===== src/rtl/dpc_params.svh =====
// Constants for the dual pulse counter channel.
// Assumes a 10 MHz clock and an APB register port.
`ifndef DPC_PARAMS_SVH
`define DPC_PARAMS_SVH
`define DPC_A_CTRL 8'h00
`define DPC_A_STEP 8'h04
`define DPC_A_DIV 8'h08
`define DPC_A_ML1 8'h0C
`define DPC_A_ML2 8'h10
`define DPC_A_DL1 8'h14
`define DPC_A_DL2 8'h18
`define DPC_A_OBJ 8'h1C
`define DPC_A_MVAL 8'h20
`define DPC_A_DVAL 8'h24
`define DPC_A_STAT 8'h28
`define DPC_A_CYC 8'h2C
`define DPC_A_CRST 8'h30
`define DPC_B_DCEN 0
`define DPC_B_STOPM 1
`define DPC_B_REV 2
`define DPC_B_INIM 3
`define DPC_B_INID 4
`define DPC_B_CHGM 5
`define DPC_B_CHGD 6
`define DPC_B_CYCM 7
`define DPC_B_CYCD 8
`define DPC_CTRL_RST 32'h0000_0000
`define DPC_STEP_MAX 10000
`define DPC_DIV_MAX 10000
`define DPC_DL2_RST 32'h0000_00FF
`define DPC_OBJ_BASE 10
`define DPC_CLK_HZ 10000000
`define DPC_TICK_MS 1
`define DPC_TICK_CYC (`DPC_CLK_HZ / 1000 * `DPC_TICK_MS)
`define DPC_SDLY_MS 100
`endif


===== src/rtl/dpc_pkg.sv =====
// Types shared by the dual pulse counter channel.
// Assumes dpc_params.svh supplies the numeric constants.
package dpc_pkg;
  typedef enum logic [2:0] {
    DPC_U8 = 3'b000,
    DPC_S8 = 3'b001,
    DPC_U16 = 3'b010,
    DPC_S16 = 3'b011,
    DPC_S32 = 3'b100
  } dpc_type_t;
  typedef struct packed {
    logic [6:0] obj;
    logic [2:0] len;
    logic [31:0] data;
  } dpc_tel_t;
endpackage : dpc_pkg


===== src/rtl/dpc_top.sv =====
// One pulse counter channel: main and difference counters, object port.
// Assumes qualified input pulses arrive as one-cycle strobes on clk.
//
// Behaviour
// - Each counter pulse adds a signed step within +-10000, default 1.
// - After recovery or reset, send enabled counter values once delay expires.
// - Each counter may send on change and cyclically.
// - Difference counter width selectable: u8, s8, u16, s16, s32.
// - Pulse beyond a limit loads opposite limit; counting continues.
// - Larger limit is the upper bound regardless of order.
// - Difference limits default to 0 and top of range.
// - Circular: below lower loads upper, above upper loads lower.
// - Stop mode halts at crossing until configuration reset.
// - Difference counter follows main direction by default.
// - Configuration option inverts difference counting direction.
// - Channel owns ten object numbers, base ten plus ten per channel.
// - Block object 1 disables input, 0 enables; objects still sent.
// - While blocked, pending pulse qualification waits are suspended.
// - On unblock, a changed input state is processed at once.
// - Block leaves manual operation working.
// - Main value object sent at 1, 2 or 4 bytes by type.
// - Request object 1 sends counter values; 0 does nothing.
// - Main counter crossing sends 1 on its limit flag object.
// - Difference counter crossing sends 1 on its limit flag object.
// - Reverse object 1 inverts difference direction, 0 keeps it.
// - Reset object 1 returns difference counter to start value.
// - Stop object 1 halts difference counter, 0 runs it.
// - Blocked input counts no pulses in either counter.
// - Counter pulse after 1 to 10000 qualified input pulses.
//
// Our own choices: the APB register port and the register addresses.
`timescale 1ns/100ps
`include "dpc_params.svh"
module dpc_top
  import dpc_pkg::*;
#(
  parameter int CHANNEL = 0,
  parameter int TICK_CYC = `DPC_TICK_CYC,
  parameter int SDLY_MS = `DPC_SDLY_MS
)(
  input wire logic clk,
  input wire logic rst_n,
  input wire logic psel,
  input wire logic penable,
  input wire logic pwrite,
  input wire logic [7:0] paddr,
  input wire logic [31:0] pwdata,
  output logic [31:0] prdata,
  output logic pready,
  output logic pslverr,
  input wire logic in_pulse,
  input wire logic in_level,
  input wire logic manual_pulse,
  input wire logic bus_recover,
  output dpc_tel_t tel,
  output logic tel_valid,
  input wire logic tel_ready
);
  localparam logic [6:0] OBJ0 = 7'(`DPC_OBJ_BASE + 10 * CHANNEL);
  localparam int TW = $clog2(TICK_CYC);

  // Type bounds, used by both counters
  function automatic logic signed [33:0] tmax(input logic [2:0] t);
    unique case (t)
      DPC_U8: tmax = 34'sh0_0000_00FF;
      DPC_S8: tmax = 34'sh0_0000_007F;
      DPC_U16: tmax = 34'sh0_0000_FFFF;
      DPC_S16: tmax = 34'sh0_0000_7FFF;
      default: tmax = 34'sh0_7FFF_FFFF;
    endcase
  endfunction : tmax

  function automatic logic signed [33:0] tmin(input logic [2:0] t);
    unique case (t)
      DPC_S8: tmin = -34'sh0_0000_0080;
      DPC_S16: tmin = -34'sh0_0000_8000;
      DPC_S32: tmin = -34'sh0_8000_0000;
      default: tmin = 34'sh0_0000_0000;
    endcase
  endfunction : tmin

  // One step with wrap; bit 32 flags a crossing
  function automatic logic [32:0] stepf(input logic [31:0] v,
    input logic signed [15:0] s, input logic [31:0] la,
    input logic [31:0] lb, input logic [2:0] t);
    logic signed [33:0] a, b, hi, lo, sum;
    a = 34'(signed'(la));
    b = 34'(signed'(lb));
    hi = (a > b) ? a : b;
    lo = (a > b) ? b : a;
    if (hi > tmax(t)) hi = tmax(t);
    if (lo < tmin(t)) lo = tmin(t);
    sum = 34'(signed'(v)) + 34'(s);
    if (sum > hi) stepf = {1'b1, lo[31:0]};
    else if (sum < lo) stepf = {1'b1, hi[31:0]};
    else stepf = {1'b0, sum[31:0]};
  endfunction : stepf

  function automatic logic [2:0] tlen(input logic [2:0] t);
    tlen = (t == DPC_S32) ? 3'h4 : (t >= DPC_U16) ? 3'h2 : 3'h1;
  endfunction : tlen

  logic [31:0] ctrl_ff, ml1_ff, ml2_ff, dl1_ff, dl2_ff, cyc_ff;
  logic signed [15:0] step_ff;
  logic [13:0] div_ff, pcnt_ff;
  logic [31:0] mval_ff, dval_ff;
  logic blk_ff, rev_ff, stop_ff, halt_ff, lvl_ff;
  logic cnt_ff;
  logic [3:0] pend_ff;
  logic [31:0] prdata_ff;
  logic [15:0] sdly_ff;
  logic [TW-1:0] tick_ff;
  logic [15:0] cm_ff, cd_ff;
  dpc_tel_t tel_ff;
  logic tv_ff;

  logic wr, rd, mapped, ow, crst, tick, sdone;
  logic [32:0] mnx, dnx;
  logic signed [15:0] dstep;
  logic dgo, lvl_chg;
  logic [2:0] mt, dt;

  assign mt = ctrl_ff[12:10];
  assign dt = ctrl_ff[15:13];
  assign wr = psel & penable & pwrite;
  assign rd = psel & ~penable & ~pwrite;
  assign ow = wr && paddr == `DPC_A_OBJ;
  assign crst = wr && paddr == `DPC_A_CRST && pwdata[0];

  // Known offsets answer, others give an error
  always_comb
  begin
    unique case (paddr)
      `DPC_A_CTRL, `DPC_A_STEP, `DPC_A_DIV, `DPC_A_ML1, `DPC_A_ML2,
      `DPC_A_DL1, `DPC_A_DL2, `DPC_A_OBJ, `DPC_A_MVAL, `DPC_A_DVAL,
      `DPC_A_STAT, `DPC_A_CYC, `DPC_A_CRST: mapped = 1'b1;
      default: mapped = 1'b0;
    endcase
  end

  // Zero wait state: answer in the access cycle
  assign pready = psel & penable;
  assign pslverr = psel & penable & ~mapped;
  assign prdata = prdata_ff;

  // Read data captured in setup so it comes from a flop
  always_ff @(posedge clk or negedge rst_n)
  begin
    if (!rst_n) prdata_ff <= 32'h0000_0000;
    else if (rd)
    begin
      unique case (paddr)
        `DPC_A_CTRL: prdata_ff <= ctrl_ff;
        `DPC_A_STEP: prdata_ff <= 32'(step_ff);
        `DPC_A_DIV: prdata_ff <= {18'h0_0000, div_ff};
        `DPC_A_ML1: prdata_ff <= ml1_ff;
        `DPC_A_ML2: prdata_ff <= ml2_ff;
        `DPC_A_DL1: prdata_ff <= dl1_ff;
        `DPC_A_DL2: prdata_ff <= dl2_ff;
        `DPC_A_MVAL: prdata_ff <= mval_ff;
        `DPC_A_DVAL: prdata_ff <= dval_ff;
        `DPC_A_STAT: prdata_ff <= {24'h00_0000, pend_ff, halt_ff,
                                   stop_ff, rev_ff, blk_ff};
        `DPC_A_CYC: prdata_ff <= cyc_ff;
        default: prdata_ff <= 32'h0000_0000;
      endcase
    end
  end

  // Configuration registers; step and divider clamped on write
  always_ff @(posedge clk or negedge rst_n)
  begin
    if (!rst_n)
    begin
      ctrl_ff <= `DPC_CTRL_RST;
      step_ff <= 16'sh0001;
      div_ff <= 14'h0001;
      ml1_ff <= 32'h0000_0000;
      ml2_ff <= 32'h0000_00FF;
      dl1_ff <= 32'h0000_0000;
      dl2_ff <= `DPC_DL2_RST;
      cyc_ff <= 32'h0000_0000;
    end
    else if (wr)
    begin
      unique case (paddr)
        `DPC_A_CTRL: ctrl_ff <= pwdata;
        `DPC_A_STEP:
        begin
          if ($signed(pwdata) > `DPC_STEP_MAX) step_ff <= 16'sh2710;
          else if ($signed(pwdata) < -`DPC_STEP_MAX) step_ff <= -16'sh2710;
          else step_ff <= pwdata[15:0];
        end
        `DPC_A_DIV:
        begin
          if (pwdata == 32'h0000_0000) div_ff <= 14'h0001;
          else if (pwdata > `DPC_DIV_MAX) div_ff <= 14'h2710;
          else div_ff <= pwdata[13:0];
        end
        `DPC_A_ML1: ml1_ff <= pwdata;
        `DPC_A_ML2: ml2_ff <= pwdata;
        `DPC_A_DL1: dl1_ff <= pwdata;
        `DPC_A_DL2: dl2_ff <= pwdata;
        `DPC_A_CYC: cyc_ff <= pwdata;
        default: ;
      endcase
    end
  end

  // Object writes: block, reverse and stop are held levels
  always_ff @(posedge clk or negedge rst_n)
  begin
    if (!rst_n)
    begin
      blk_ff <= 1'b0;
      rev_ff <= 1'b0;
      stop_ff <= 1'b0;
    end
    else if (ow)
    begin
      if (pwdata[6:0] == OBJ0) blk_ff <= pwdata[8];
      if (pwdata[6:0] == OBJ0 + 7'h06) rev_ff <= pwdata[8];
      if (pwdata[6:0] == OBJ0 + 7'h08) stop_ff <= pwdata[8];
    end
  end

  // Level seen at block time; compared again on release
  always_ff @(posedge clk or negedge rst_n)
  begin
    if (!rst_n) lvl_ff <= 1'b0;
    else if (!blk_ff) lvl_ff <= in_level;
  end
  assign lvl_chg = blk_ff && ow && pwdata[6:0] == OBJ0 && !pwdata[8]
                   && in_level != lvl_ff;

  // Prescaler holds its count while blocked rather than losing it
  always_ff @(posedge clk or negedge rst_n)
  begin
    if (!rst_n)
    begin
      pcnt_ff <= 14'h0000;
      cnt_ff <= 1'b0;
    end
    else
    begin
      cnt_ff <= 1'b0;
      if (manual_pulse) cnt_ff <= 1'b1;
      else if ((in_pulse && !blk_ff) || lvl_chg)
      begin
        if (pcnt_ff + 14'h0001 >= div_ff)
        begin
          pcnt_ff <= 14'h0000;
          cnt_ff <= 1'b1;
        end
        else pcnt_ff <= pcnt_ff + 14'h0001;
      end
    end
  end

  // Difference direction: config inversion xor reverse object
  assign dstep = (ctrl_ff[`DPC_B_REV] ^ rev_ff) ? -step_ff : step_ff;
  assign mnx = stepf(mval_ff, step_ff, ml1_ff, ml2_ff, mt);
  assign dnx = stepf(dval_ff, dstep, dl1_ff, dl2_ff, dt);
  assign dgo = cnt_ff && ctrl_ff[`DPC_B_DCEN] && !stop_ff && !halt_ff;

  // Main counter; one update per strobe
  always_ff @(posedge clk or negedge rst_n)
  begin
    if (!rst_n) mval_ff <= 32'h0000_0000;
    else if (crst) mval_ff <= ml1_ff;
    else if (cnt_ff) mval_ff <= mnx[31:0];
  end

  // Difference counter, start value is the first limit
  always_ff @(posedge clk or negedge rst_n)
  begin
    if (!rst_n) dval_ff <= 32'h0000_0000;
    else if (crst || (ow && pwdata[6:0] == OBJ0 + 7'h07 && pwdata[8]))
      dval_ff <= dl1_ff;
    else if (dgo && !(dnx[32] && ctrl_ff[`DPC_B_STOPM]))
      dval_ff <= dnx[31:0];
  end

  // Stop mode latch, released only by configuration reset
  always_ff @(posedge clk or negedge rst_n)
  begin
    if (!rst_n) halt_ff <= 1'b0;
    else if (crst) halt_ff <= 1'b0;
    else if (dgo && dnx[32] && ctrl_ff[`DPC_B_STOPM]) halt_ff <= 1'b1;
  end

  // Millisecond tick for the send delay and cyclic timers
  assign tick = tick_ff == TW'(TICK_CYC - 1);
  always_ff @(posedge clk or negedge rst_n)
  begin
    if (!rst_n) tick_ff <= '0;
    else if (tick) tick_ff <= '0;
    else tick_ff <= tick_ff + TW'(1);
  end

  // Send delay restarts on bus recovery or configuration reset
  assign sdone = tick && sdly_ff == 16'h0001;
  always_ff @(posedge clk or negedge rst_n)
  begin
    if (!rst_n) sdly_ff <= 16'(SDLY_MS);
    else if (bus_recover || crst) sdly_ff <= 16'(SDLY_MS);
    else if (tick && sdly_ff != 16'h0000) sdly_ff <= sdly_ff - 16'h0001;
  end

  // Cyclic timers, period in ms per counter; zero period disables
  always_ff @(posedge clk or negedge rst_n)
  begin
    if (!rst_n)
    begin
      cm_ff <= 16'h0000;
      cd_ff <= 16'h0000;
    end
    else if (tick)
    begin
      cm_ff <= (cm_ff + 16'h0001 >= cyc_ff[15:0]) ? 16'h0000 : cm_ff + 16'h0001;
      cd_ff <= (cd_ff + 16'h0001 >= cyc_ff[31:16]) ? 16'h0000 : cd_ff + 16'h0001;
    end
  end

  logic cyc_m, cyc_d, req, snd;
  logic [3:0] setp, clrp;
  assign cyc_m = tick && cyc_ff[15:0] != 16'h0000
                 && cm_ff + 16'h0001 >= cyc_ff[15:0];
  assign cyc_d = tick && cyc_ff[31:16] != 16'h0000
                 && cd_ff + 16'h0001 >= cyc_ff[31:16];
  assign req = ow && pwdata[6:0] == OBJ0 + 7'h03 && pwdata[8];

  // Pending sends: 0 main value, 1 diff value, 2 main flag, 3 diff flag
  always_comb
  begin
    setp = 4'h0;
    setp[0] = req || (sdone && ctrl_ff[`DPC_B_INIM])
              || (ctrl_ff[`DPC_B_CHGM] && cnt_ff && mnx[31:0] != mval_ff)
              || (ctrl_ff[`DPC_B_CYCM] && cyc_m);
    setp[1] = ctrl_ff[`DPC_B_DCEN] && (req || (sdone && ctrl_ff[`DPC_B_INID])
              || (ctrl_ff[`DPC_B_CHGD] && dgo && dnx[31:0] != dval_ff)
              || (ctrl_ff[`DPC_B_CYCD] && cyc_d));
    setp[2] = cnt_ff && mnx[32];
    setp[3] = dgo && dnx[32];
  end

  // Lowest pending slot goes out first
  assign snd = !tv_ff && pend_ff != 4'h0;
  always_comb
  begin
    clrp = 4'h0;
    if (snd)
    begin
      if (pend_ff[0]) clrp[0] = 1'b1;
      else if (pend_ff[1]) clrp[1] = 1'b1;
      else if (pend_ff[2]) clrp[2] = 1'b1;
      else clrp[3] = 1'b1;
    end
  end

  // A new event in the send cycle stays pending
  always_ff @(posedge clk or negedge rst_n)
  begin
    if (!rst_n) pend_ff <= 4'h0;
    else pend_ff <= (pend_ff & ~clrp) | setp;
  end

  // Telegram holds until the link takes it
  always_ff @(posedge clk or negedge rst_n)
  begin
    if (!rst_n)
    begin
      tv_ff <= 1'b0;
      tel_ff <= '0;
    end
    else if (tv_ff)
    begin
      if (tel_ready) tv_ff <= 1'b0;
    end
    else if (snd)
    begin
      tv_ff <= 1'b1;
      if (clrp[0]) tel_ff <= '{OBJ0 + 7'h01, tlen(mt), mval_ff};
      else if (clrp[1]) tel_ff <= '{OBJ0 + 7'h02, tlen(dt), dval_ff};
      else if (clrp[2]) tel_ff <= '{OBJ0 + 7'h04, 3'h1, 32'h0000_0001};
      else tel_ff <= '{OBJ0 + 7'h05, 3'h1, 32'h0000_0001};
    end
  end
  assign tel = tel_ff;
  assign tel_valid = tv_ff;

  // Checks kept beside the logic
  step_range_a: assert property (@(posedge clk) disable iff (!rst_n)
    step_ff <= 16'sh2710 && step_ff >= -16'sh2710)
    else $error("step out of range");
  div_range_a: assert property (@(posedge clk) disable iff (!rst_n)
    div_ff >= 14'h0001 && div_ff <= 14'h2710)
    else $error("divider out of range");
  blocked_hold_a: assert property (@(posedge clk) disable iff (!rst_n)
    blk_ff && !manual_pulse && !ow |=> !cnt_ff)
    else $error("blocked input made a count");
  strobe_once_a: assert property (@(posedge clk) disable iff (!rst_n)
    cnt_ff && !manual_pulse |=> !cnt_ff)
    else $error("counter strobe wider than one cycle");
  halt_hold_a: assert property (@(posedge clk) disable iff (!rst_n)
    halt_ff && !crst && !ow |=> $stable(dval_ff))
    else $error("halted counter moved");
  main_flag_a: assert property (@(posedge clk) disable iff (!rst_n)
    cnt_ff && mnx[32] |=> pend_ff[2] || (tv_ff && tel_ff.obj == OBJ0 + 7'h04))
    else $error("main crossing not flagged");
  request_a: assert property (@(posedge clk) disable iff (!rst_n)
    req |=> pend_ff[0] || tv_ff)
    else $error("request not served");
  dir_rev_a: assert property (@(posedge clk) disable iff (!rst_n)
    dgo && !dnx[32] && !crst && !ow && (ctrl_ff[`DPC_B_REV] != rev_ff)
    |=> dval_ff == $past(dval_ff) - 32'(signed'($past(step_ff))))
    else $error("difference direction wrong");
  obj_block_a: assert property (@(posedge clk) disable iff (!rst_n)
    tv_ff |-> tel_ff.obj > OBJ0 && tel_ff.obj < OBJ0 + 7'h0A)
    else $error("object number outside channel block");
  wrap_low_a: assert property (@(posedge clk) disable iff (!rst_n)
    cnt_ff && !crst && mnx[32] |=> mval_ff != $past(mval_ff) + 32'(step_ff))
    else $error("wrap did not load a limit");
endmodule : dpc_top


===== config.mk =====
export PLATFORM = sky130hd
export DESIGN_NAME = dpc_top
export DESIGN_NICKNAME = d
export VERILOG_FILES = /design/src/rtl/dpc_pkg.sv /design/src/rtl/dpc_top.sv
export VERILOG_INCLUDE_DIRS = /design/src /design/src/rtl
export SDC_FILE = /design/constraint.sdc
export NUM_CORES = 2
export LEC_CHECK = 0
export CAP_MARGIN = 25
export CELL_PAD_IN_SITES_DETAIL_PLACEMENT = 0
export CELL_PAD_IN_SITES_GLOBAL_PLACEMENT = 1
export CORE_MARGIN = 4
export CORE_UTILIZATION = 30
export DETAILED_ROUTE_END_ITERATION = 16
export DONT_BUFFER_PORTS = 1
export PLACE_DENSITY = 0.57
export REMOVE_ABC_BUFFERS = 1
export SETUP_SLACK_MARGIN = 0.05
export SYNTH_ARGS = -nofsm -noshare
export SYNTH_HDL_FRONTEND = slang
export SYNTH_SLANG_ARGS = --single-unit

===== constraint.sdc =====
create_clock -name clk -period 11.3 [get_ports clk]
set_clock_uncertainty 0.2 [all_clocks]
set_input_delay 2.26 -clock clk [delete_from_list [all_inputs] [get_ports clk]]
set_output_delay 2.26 -clock clk [all_outputs]
set_load 0.03 [all_outputs]

=== After elaboration in Yosys (flattened, before gate mapping) ===
Memory sizes are Yosys's and may differ from the RTL's.
Index checks and enable logic that the tools add are counted.

* Register bits after elaboration: 447
* Bits in read-only memories: 64
* Input port bits: 50
* Output and inout port bits: 77
* Logic and storage cells: 230
* Memories kept: 1

{| class="wikitable"
|+ Memories
! name !! depth !! bits a word !! rd ports !! clocked after memory_dff !! write ports !! RTL line !! RTL
|-
| (no name shown) || 64 || 1 || 1 || 0 || 0 || dpc_top.sv:133 || <nowiki>unique case (paddr)</nowiki>
|}

* $add $sub $neg: 8
* Magnitude comparators: 18
* Eq/ne operators: 30
* Mux-type cells: 55
* Bitwise logic cells: 14
* Reductions and logical operators: 77

{| class="wikitable"
|+ Operators by type and width
! operator !! number
|-
| $pmux 32 s11 || 1
|-
| $mux 34 || 8
|-
| $pmux 31 s4 || 2
|-
| $pmux 34 s3 || 2
|-
| $mux 33 || 4
|-
| $mux 32 || 4
|-
| $mux 16 || 7
|-
| $gt 33x34->1 || 2
|-
| $gt 34x34->1 || 2
|-
| $lt 33x34->1 || 2
|-
| $lt 34x34->1 || 2
|-
| $add 32x16->33 || 2
|-
| $gt 32x32->1 || 2
|-
| $ne 32x32->1 || 2
|-
| $mux 14 || 4
|-
| $reduce_bool 16->1 || 3
|-
| $eq 8x6->1 const B || 5
|-
| $mux 38 || 1
|-
| $mux 37 || 1
|-
| $logic_and 1x1->1 || 36
|-
| $mux 36 || 1
|-
| $add 16x1->16 const B || 2
|-
| $eq 8x5->1 const B || 4
|-
| $ge 16x16->1 || 2
|-
| other kinds (37) || 101
|}

=== Logic depth before layout (Yosys ltp) ===
* Depth in word-level cells: 13
* Depth in mapped cells: 50
* Depth with buffers taken out: 43

=== Worst setup path before layout ===
Ideal clock, no wire load.

* Kind: reg-to-reg
* From: register dl1_ff[13]
* To: register dval_ff[0]
* Arrival time: 9.052 ns
* Slack: 1.915 ns
* Stages on the path, launching flop included: 41
* Path buffers: 9
* Period minus slack after synthesis: 9.385 ns
* Cell sequence: dfrtp_1 > ha_1 > a21oi_1 > nor2_1 > a2111oi_0 > a31oi_1 > o21ai_1 > clkbuf_1 > buf_1 > clkbuf_1 > nor2_1 > a21oi_1 > inv_1 > ha_1 > o21a_1 > o21a_1 > o211a_1 > o21ai_0 > (+5 left out) > o21ai_0 > ha_1 > nand3_1 > or3_1 > nor4_1 > o21ai_0 > o211a_1 > o211ai_1 > o211ai_1 > or2_2 > clkbuf_1 > nand2_1 > and2_1 > clkbuf_1 > buf_2 > o311ai_0 > o211ai_1 > o21ai_0

* Longest elaborated chain between the ends: 11
* Elaborated cells on any way between the ends: 17

{| class="wikitable"
|+ Ends and longest elaborated chain
! element !! RTL line !! RTL
|-
| start: declaration || dpc_top.sv:103 || <nowiki>logic [31:0] ctrl_ff, ml1_ff, ml2_ff, dl1_ff, dl2_ff, cyc_ff;</nowiki>
|-
| start signal: assignment || dpc_top.sv:202 || <nowiki>`DPC_A_DL1: dl1_ff <= pwdata;</nowiki>
|-
| $gt 32x32->1 || dpc_top.sv:89, dpc_top.sv:90 ||
|-
| $mux 34 || dpc_top.sv:90 || <nowiki>lo = (a > b) ? b : a;</nowiki>
|-
| $lt 34x34->1 || dpc_top.sv:92 || <nowiki>if (lo < tmin(t)) lo = tmin(t);</nowiki>
|-
| $mux 34 || dpc_top.sv:92 ||
|-
| $lt 33x34->1 || dpc_top.sv:95 || <nowiki>else if (sum < lo) stepf = {1'b1, hi[31:0]};</nowiki>
|-
| $mux 33 || dpc_top.sv:95 ||
|-
| $mux 33 * || dpc_top.sv:94 || <nowiki>if (sum > hi) stepf = {1'b1, lo[31:0]};</nowiki>
|-
| $logic_and 1x1->1 || dpc_top.sv:280 || <nowiki>else if (dgo && !(dnx[32] && ctrl_ff[`DPC_B_STOPM]))</nowiki>
|-
| $logic_not 1->1 || dpc_top.sv:280 ||
|-
| $logic_and 1x1->1 || dpc_top.sv:280 ||
|-
| $reduce_bool 2->1 (no line) || - ||
|-
| end signal: assignment || dpc_top.sv:279 || <nowiki>dval_ff <= dl1_ff;</nowiki>
|-
| end signal: assignment || dpc_top.sv:281 || <nowiki>dval_ff <= dnx[31:0];</nowiki>
|-
| end: declaration || dpc_top.sv:106 || <nowiki>logic [31:0] mval_ff, dval_ff;</nowiki>
|}

Every way passes the cells marked *; elsewhere a longest branch is shown, timed or not. The select of a mux whose other input is x is not followed.
A chain may end at the register's enable or synchronous reset.

=== Final worst setup path ===
* From: register dl1_ff[17]
* To: register pend_ff[1]

* Longest elaborated chain between the ends: 13
* Elaborated cells on any way between the ends: 17

{| class="wikitable"
|+ Ends and longest elaborated chain
! element !! RTL line !! RTL
|-
| $gt 32x32->1 || dpc_top.sv:89, dpc_top.sv:90 ||
|-
| $mux 34 || dpc_top.sv:90 ||
|-
| $lt 34x34->1 || dpc_top.sv:92 ||
|-
| $mux 34 || dpc_top.sv:92 ||
|-
| $lt 33x34->1 || dpc_top.sv:95 ||
|-
| $mux 33 || dpc_top.sv:95 ||
|-
| $mux 33 * || dpc_top.sv:94 ||
|-
| $ne 32x32->1 * || dpc_top.sv:341 || <nowiki>|| (ctrl_ff[`DPC_B_CHGD] && dgo && dnx[31:0] != dval_ff)</nowiki>
|-
| $logic_and 1x1->1 * || dpc_top.sv:341 ||
|-
| $logic_or 1x1->1 * (2 in a row) || dpc_top.sv:340 || <nowiki>setp[1] = ctrl_ff[`DPC_B_DCEN] && (req || (sdone && ctrl_ff[`DPC_B_INID])</nowiki>
|-
| $logic_and 1x1->1 * || dpc_top.sv:340 ||
|-
| $or 4x4->4 * || dpc_top.sv:365 || <nowiki>else pend_ff <= (pend_ff & ~clrp) | setp;</nowiki>
|-
| end signal: assignment || dpc_top.sv:365 ||
|-
| end: declaration || dpc_top.sv:109 || <nowiki>logic [3:0] pend_ff;</nowiki>
|}

Every way passes the cells marked *; elsewhere a longest branch is shown, timed or not.

==> flow_summary.toml <==
[outcome]
status = "finished clean"

[clock_tree]
cts_root_buf = "clkbuf_16"
cts.sinks = 444
cts_max_level = 2
path_clk_slew_ns = 0.06
cts_buffers = 59
worstSkewPairLatency_ns = 0.70
cts_buffer_depth = 3
cts_tree = "yes"
cts_hold_buf = 0

[critical_path]
end_kind = "flip-flop"
reg2reg_setup_slack_ns = 0.58
path_buf_inv = 6
crit_cells = 35
cp_max_fo = 27
reg2reg_from = "dl1_ff[17]"
critPathArrivalTime_ns = 11.11
critPathKind = "reg -> reg"
cp_top_family = "compound AO/OA/AOI/OAI gates"
slowest_delay_ns = 0.60
ff2ff_path_depth = 35
r2r-end = "pend_ff[1]"
crit_required_ns = 11.70
crit_path_start = "dl1_ff[17]"
crit_end = "pend_ff[1]"
cp-start-kind = "flip-flop"
cp_slowest_cell = "dfrtp_1"

[final_layout]
areaGrowthSynthToFinish_pct = 13.4
drive_above_1_share = 0.138
nets = 5077
design_area_sq_um = 44300

[detailed_routing]
avgViaCountPerCell = 5.97
vias = 38300
antenna_left = 0
routed_wl_um = 195000
drtIter0Drc = 4564
wl_per_cell_um = 30.5
dr.pass1.iters = 9
drc = 0

[die]
die_x_um = 369
die_h_um = 369
initial_core_util = 0.302
io_pins = 127
fp.dieArea_sq_um = 136000
coreArea_sq_um = 129000
row_count = 132

[logic_synthesis]
synth_cells = 4600
synthArstFlopShare = 1.00
ys_types = 96
synth_most_common_cell = "dfrtp_1"
ys_top_cells_by_area = "dfrtp_1, ha_1, mux2_2"
synthFlopType = "dfrtp_1"
synth.ff_latch_count = 444
synth_area_sq_um = 39100
synthTopCellsByCount = "dfrtp_1, ha_1, nand2_1"
synth-edff-count = 0
yosysWarningCount = 0
avgSynthCellArea_sq_um = 8.50
ys_seq_area_frac = 0.285
synth_area_leader_cell = "dfrtp_1"
synth_top_area_share = 0.271

[sta]
maxSlewHeadroom = 0.192
period_share = 0.948
rsz0062_at_grt = "no"
hold_viol = 0
setup_violations = 0
maxSlewViolCount = 0
finalCriticalPeriod_ns = 10.72
tightest_slew_ns = 1.21
fmax_mhz = 93.3
fin_ws_ns = 0.583

[placed_design]
placed_area_sq_um = 42100
place_hpwl_um = 152000
gp_congestion = 0.971
dp_slack_ns = 0.705
port_buffers = 0

[global_routing]
grt_max_degree = 445
grt_pass1_vias = 36208
grt-ovfl-total = 0
grt_pass1_wl_um = 276000
antenna_found_initial = 4
grt_use_total = 0.277

[power]
powerDensity_nw_per_um2 = 217
p_seq_frac = 0.216
p_leak_nw = 20.4
ir_drop_v = 0.000138
p_switching_mw = 4.71
combPwrFrac = 0.566
intPower_mw = 4.91
p_sw_frac = 0.489
power.share.clock = 0.217

[run]
cap_viol_max_count = 0

[worst_hold_path]
hp-class = "reg -> reg"
==> layout make-up <==
cell class	count	area [sq um]
tap	1742	2180
timing repair buffer	216	1800
inverter	263	987
fill	13606	85200
clock inverter	29	485
clock buffer	79	1630
multi-input combinational	3632	26100
sequential	444	11100
antenna	6	15.0
==> metrics by stage <==
step	TNS, ns	power [mW]	hold slack [ns]	instances	utilization
2_1_floorplan	-117.64	5.12	0.225	4338	-
3_3_place_gp	0	7.37	0.249	6283	0.324
3_5_place_dp	0	7.34	0.255	6287	0.325
4_1_cts	0	9.46	0.262	6395	0.341
5_1_grt	0	10.1	0.286	6405	0.342
6_report	0	9.62	0.254	6411	0.342
==> kinds of logic after synthesis <==
logic type / Yosys count / synth area share
AO/OA/AOI/OAI: 1360 / 0.231
AND/OR/NAND/NOR: 1307 / 0.158
buffers and inverters: 527 / 0.0524
flip-flops: 444 / 0.285
adder cells (fa/ha/maj): 411 / 0.132
multiplexers: 332 / 0.0928
XOR/XNOR: 218 / 0.0488
other: 1 / 0.0000959
==> worst register-to-register path: cells and delay by family (launching register included) <==
kind	cells	cell delay (ns)
muxes	1	0.45
and+or+nand+nor	6	1.65
AOI/OAI and AO/OA	19	5.13
adders and majority gates	3	0.82
buffers and inverters	6	1.76
DFF	1	0.60
==> power groups by stage <==
stage               sequential, mW  clock (mW)  combinational, mW
floorplan                     1.94           0               3.18
global placement              2.10           0               5.26
detailed placement            2.10           0               5.23
CTS                           2.07        2.13               5.26
global route                  2.09        2.19               5.83
finish                        2.08        2.09               5.45
==> per-layer routing <==
layer / global-route usage / up-vias / routed length (um)
met5: 0 / - / 0
met4: 0.103 / 0 / 8310
met3: 0.0527 / 352 / 16000
met2: 0.409 / 1724 / 81900
met1: 0.399 / 19159 / 89200
li1: - / 17065 / -
==> registers in the layout, indices dropped and copies added (netlist names), 14 cells and up <==
name	flops
cd_ff	16
cm_ff	16
ctrl_ff	32
cyc_ff	32
div_ff	14
dl1_ff	32
dl2_ff	32
dval_ff	32
ml1_ff	32
ml2_ff	32
mval_ff	32
pcnt_ff	14
prdata	32
sdly_ff	16
step_ff	16
tel	39
tick_ff	14
==> worst min path at each step <==
stage / start / end / slack, ns / cells past startpoint
global placement: tick_ff[0] / tick_ff[0] / 0.25 / 1
CTS: tick_ff[0] / tick_ff[0] / 0.26 / 1
global route: tick_ff[0] / tick_ff[0] / 0.29 / 1
detailed placement: tick_ff[0] / tick_ff[0] / 0.25 / 1
finish: tick_ff[0] / tick_ff[0] / 0.25 / 1
floorplan: tick_ff[0] / tick_ff[0] / 0.23 / 1
==> timing repair <==
action / CTS / global route
setup buffers: 0 / 5
gates resized for setup: 0 / 1
endpoints found under the setup margin: 0 / 1
==> cells in the final DEF, fill, tap and decap left out, drive strengths merged, types with 38 or more instances in the layout <==
master	n
xnor2	118
nor4	49
nor2	348
buf	216
a221oi	48
nand2	403
dfrtp	423
a21oi	294
a222oi	38
o211ai	43
nand2b	47
mux2i	92
o21ai	372
ha	409
and3	41
nor3	74
mux2	240
clkbuf	79
xor2	100
nand4	97
inv	265
nand3	97
a21o	88
a22oi	52
a22o	60
a211oi	72
Power figures use the tool's default switching activity.
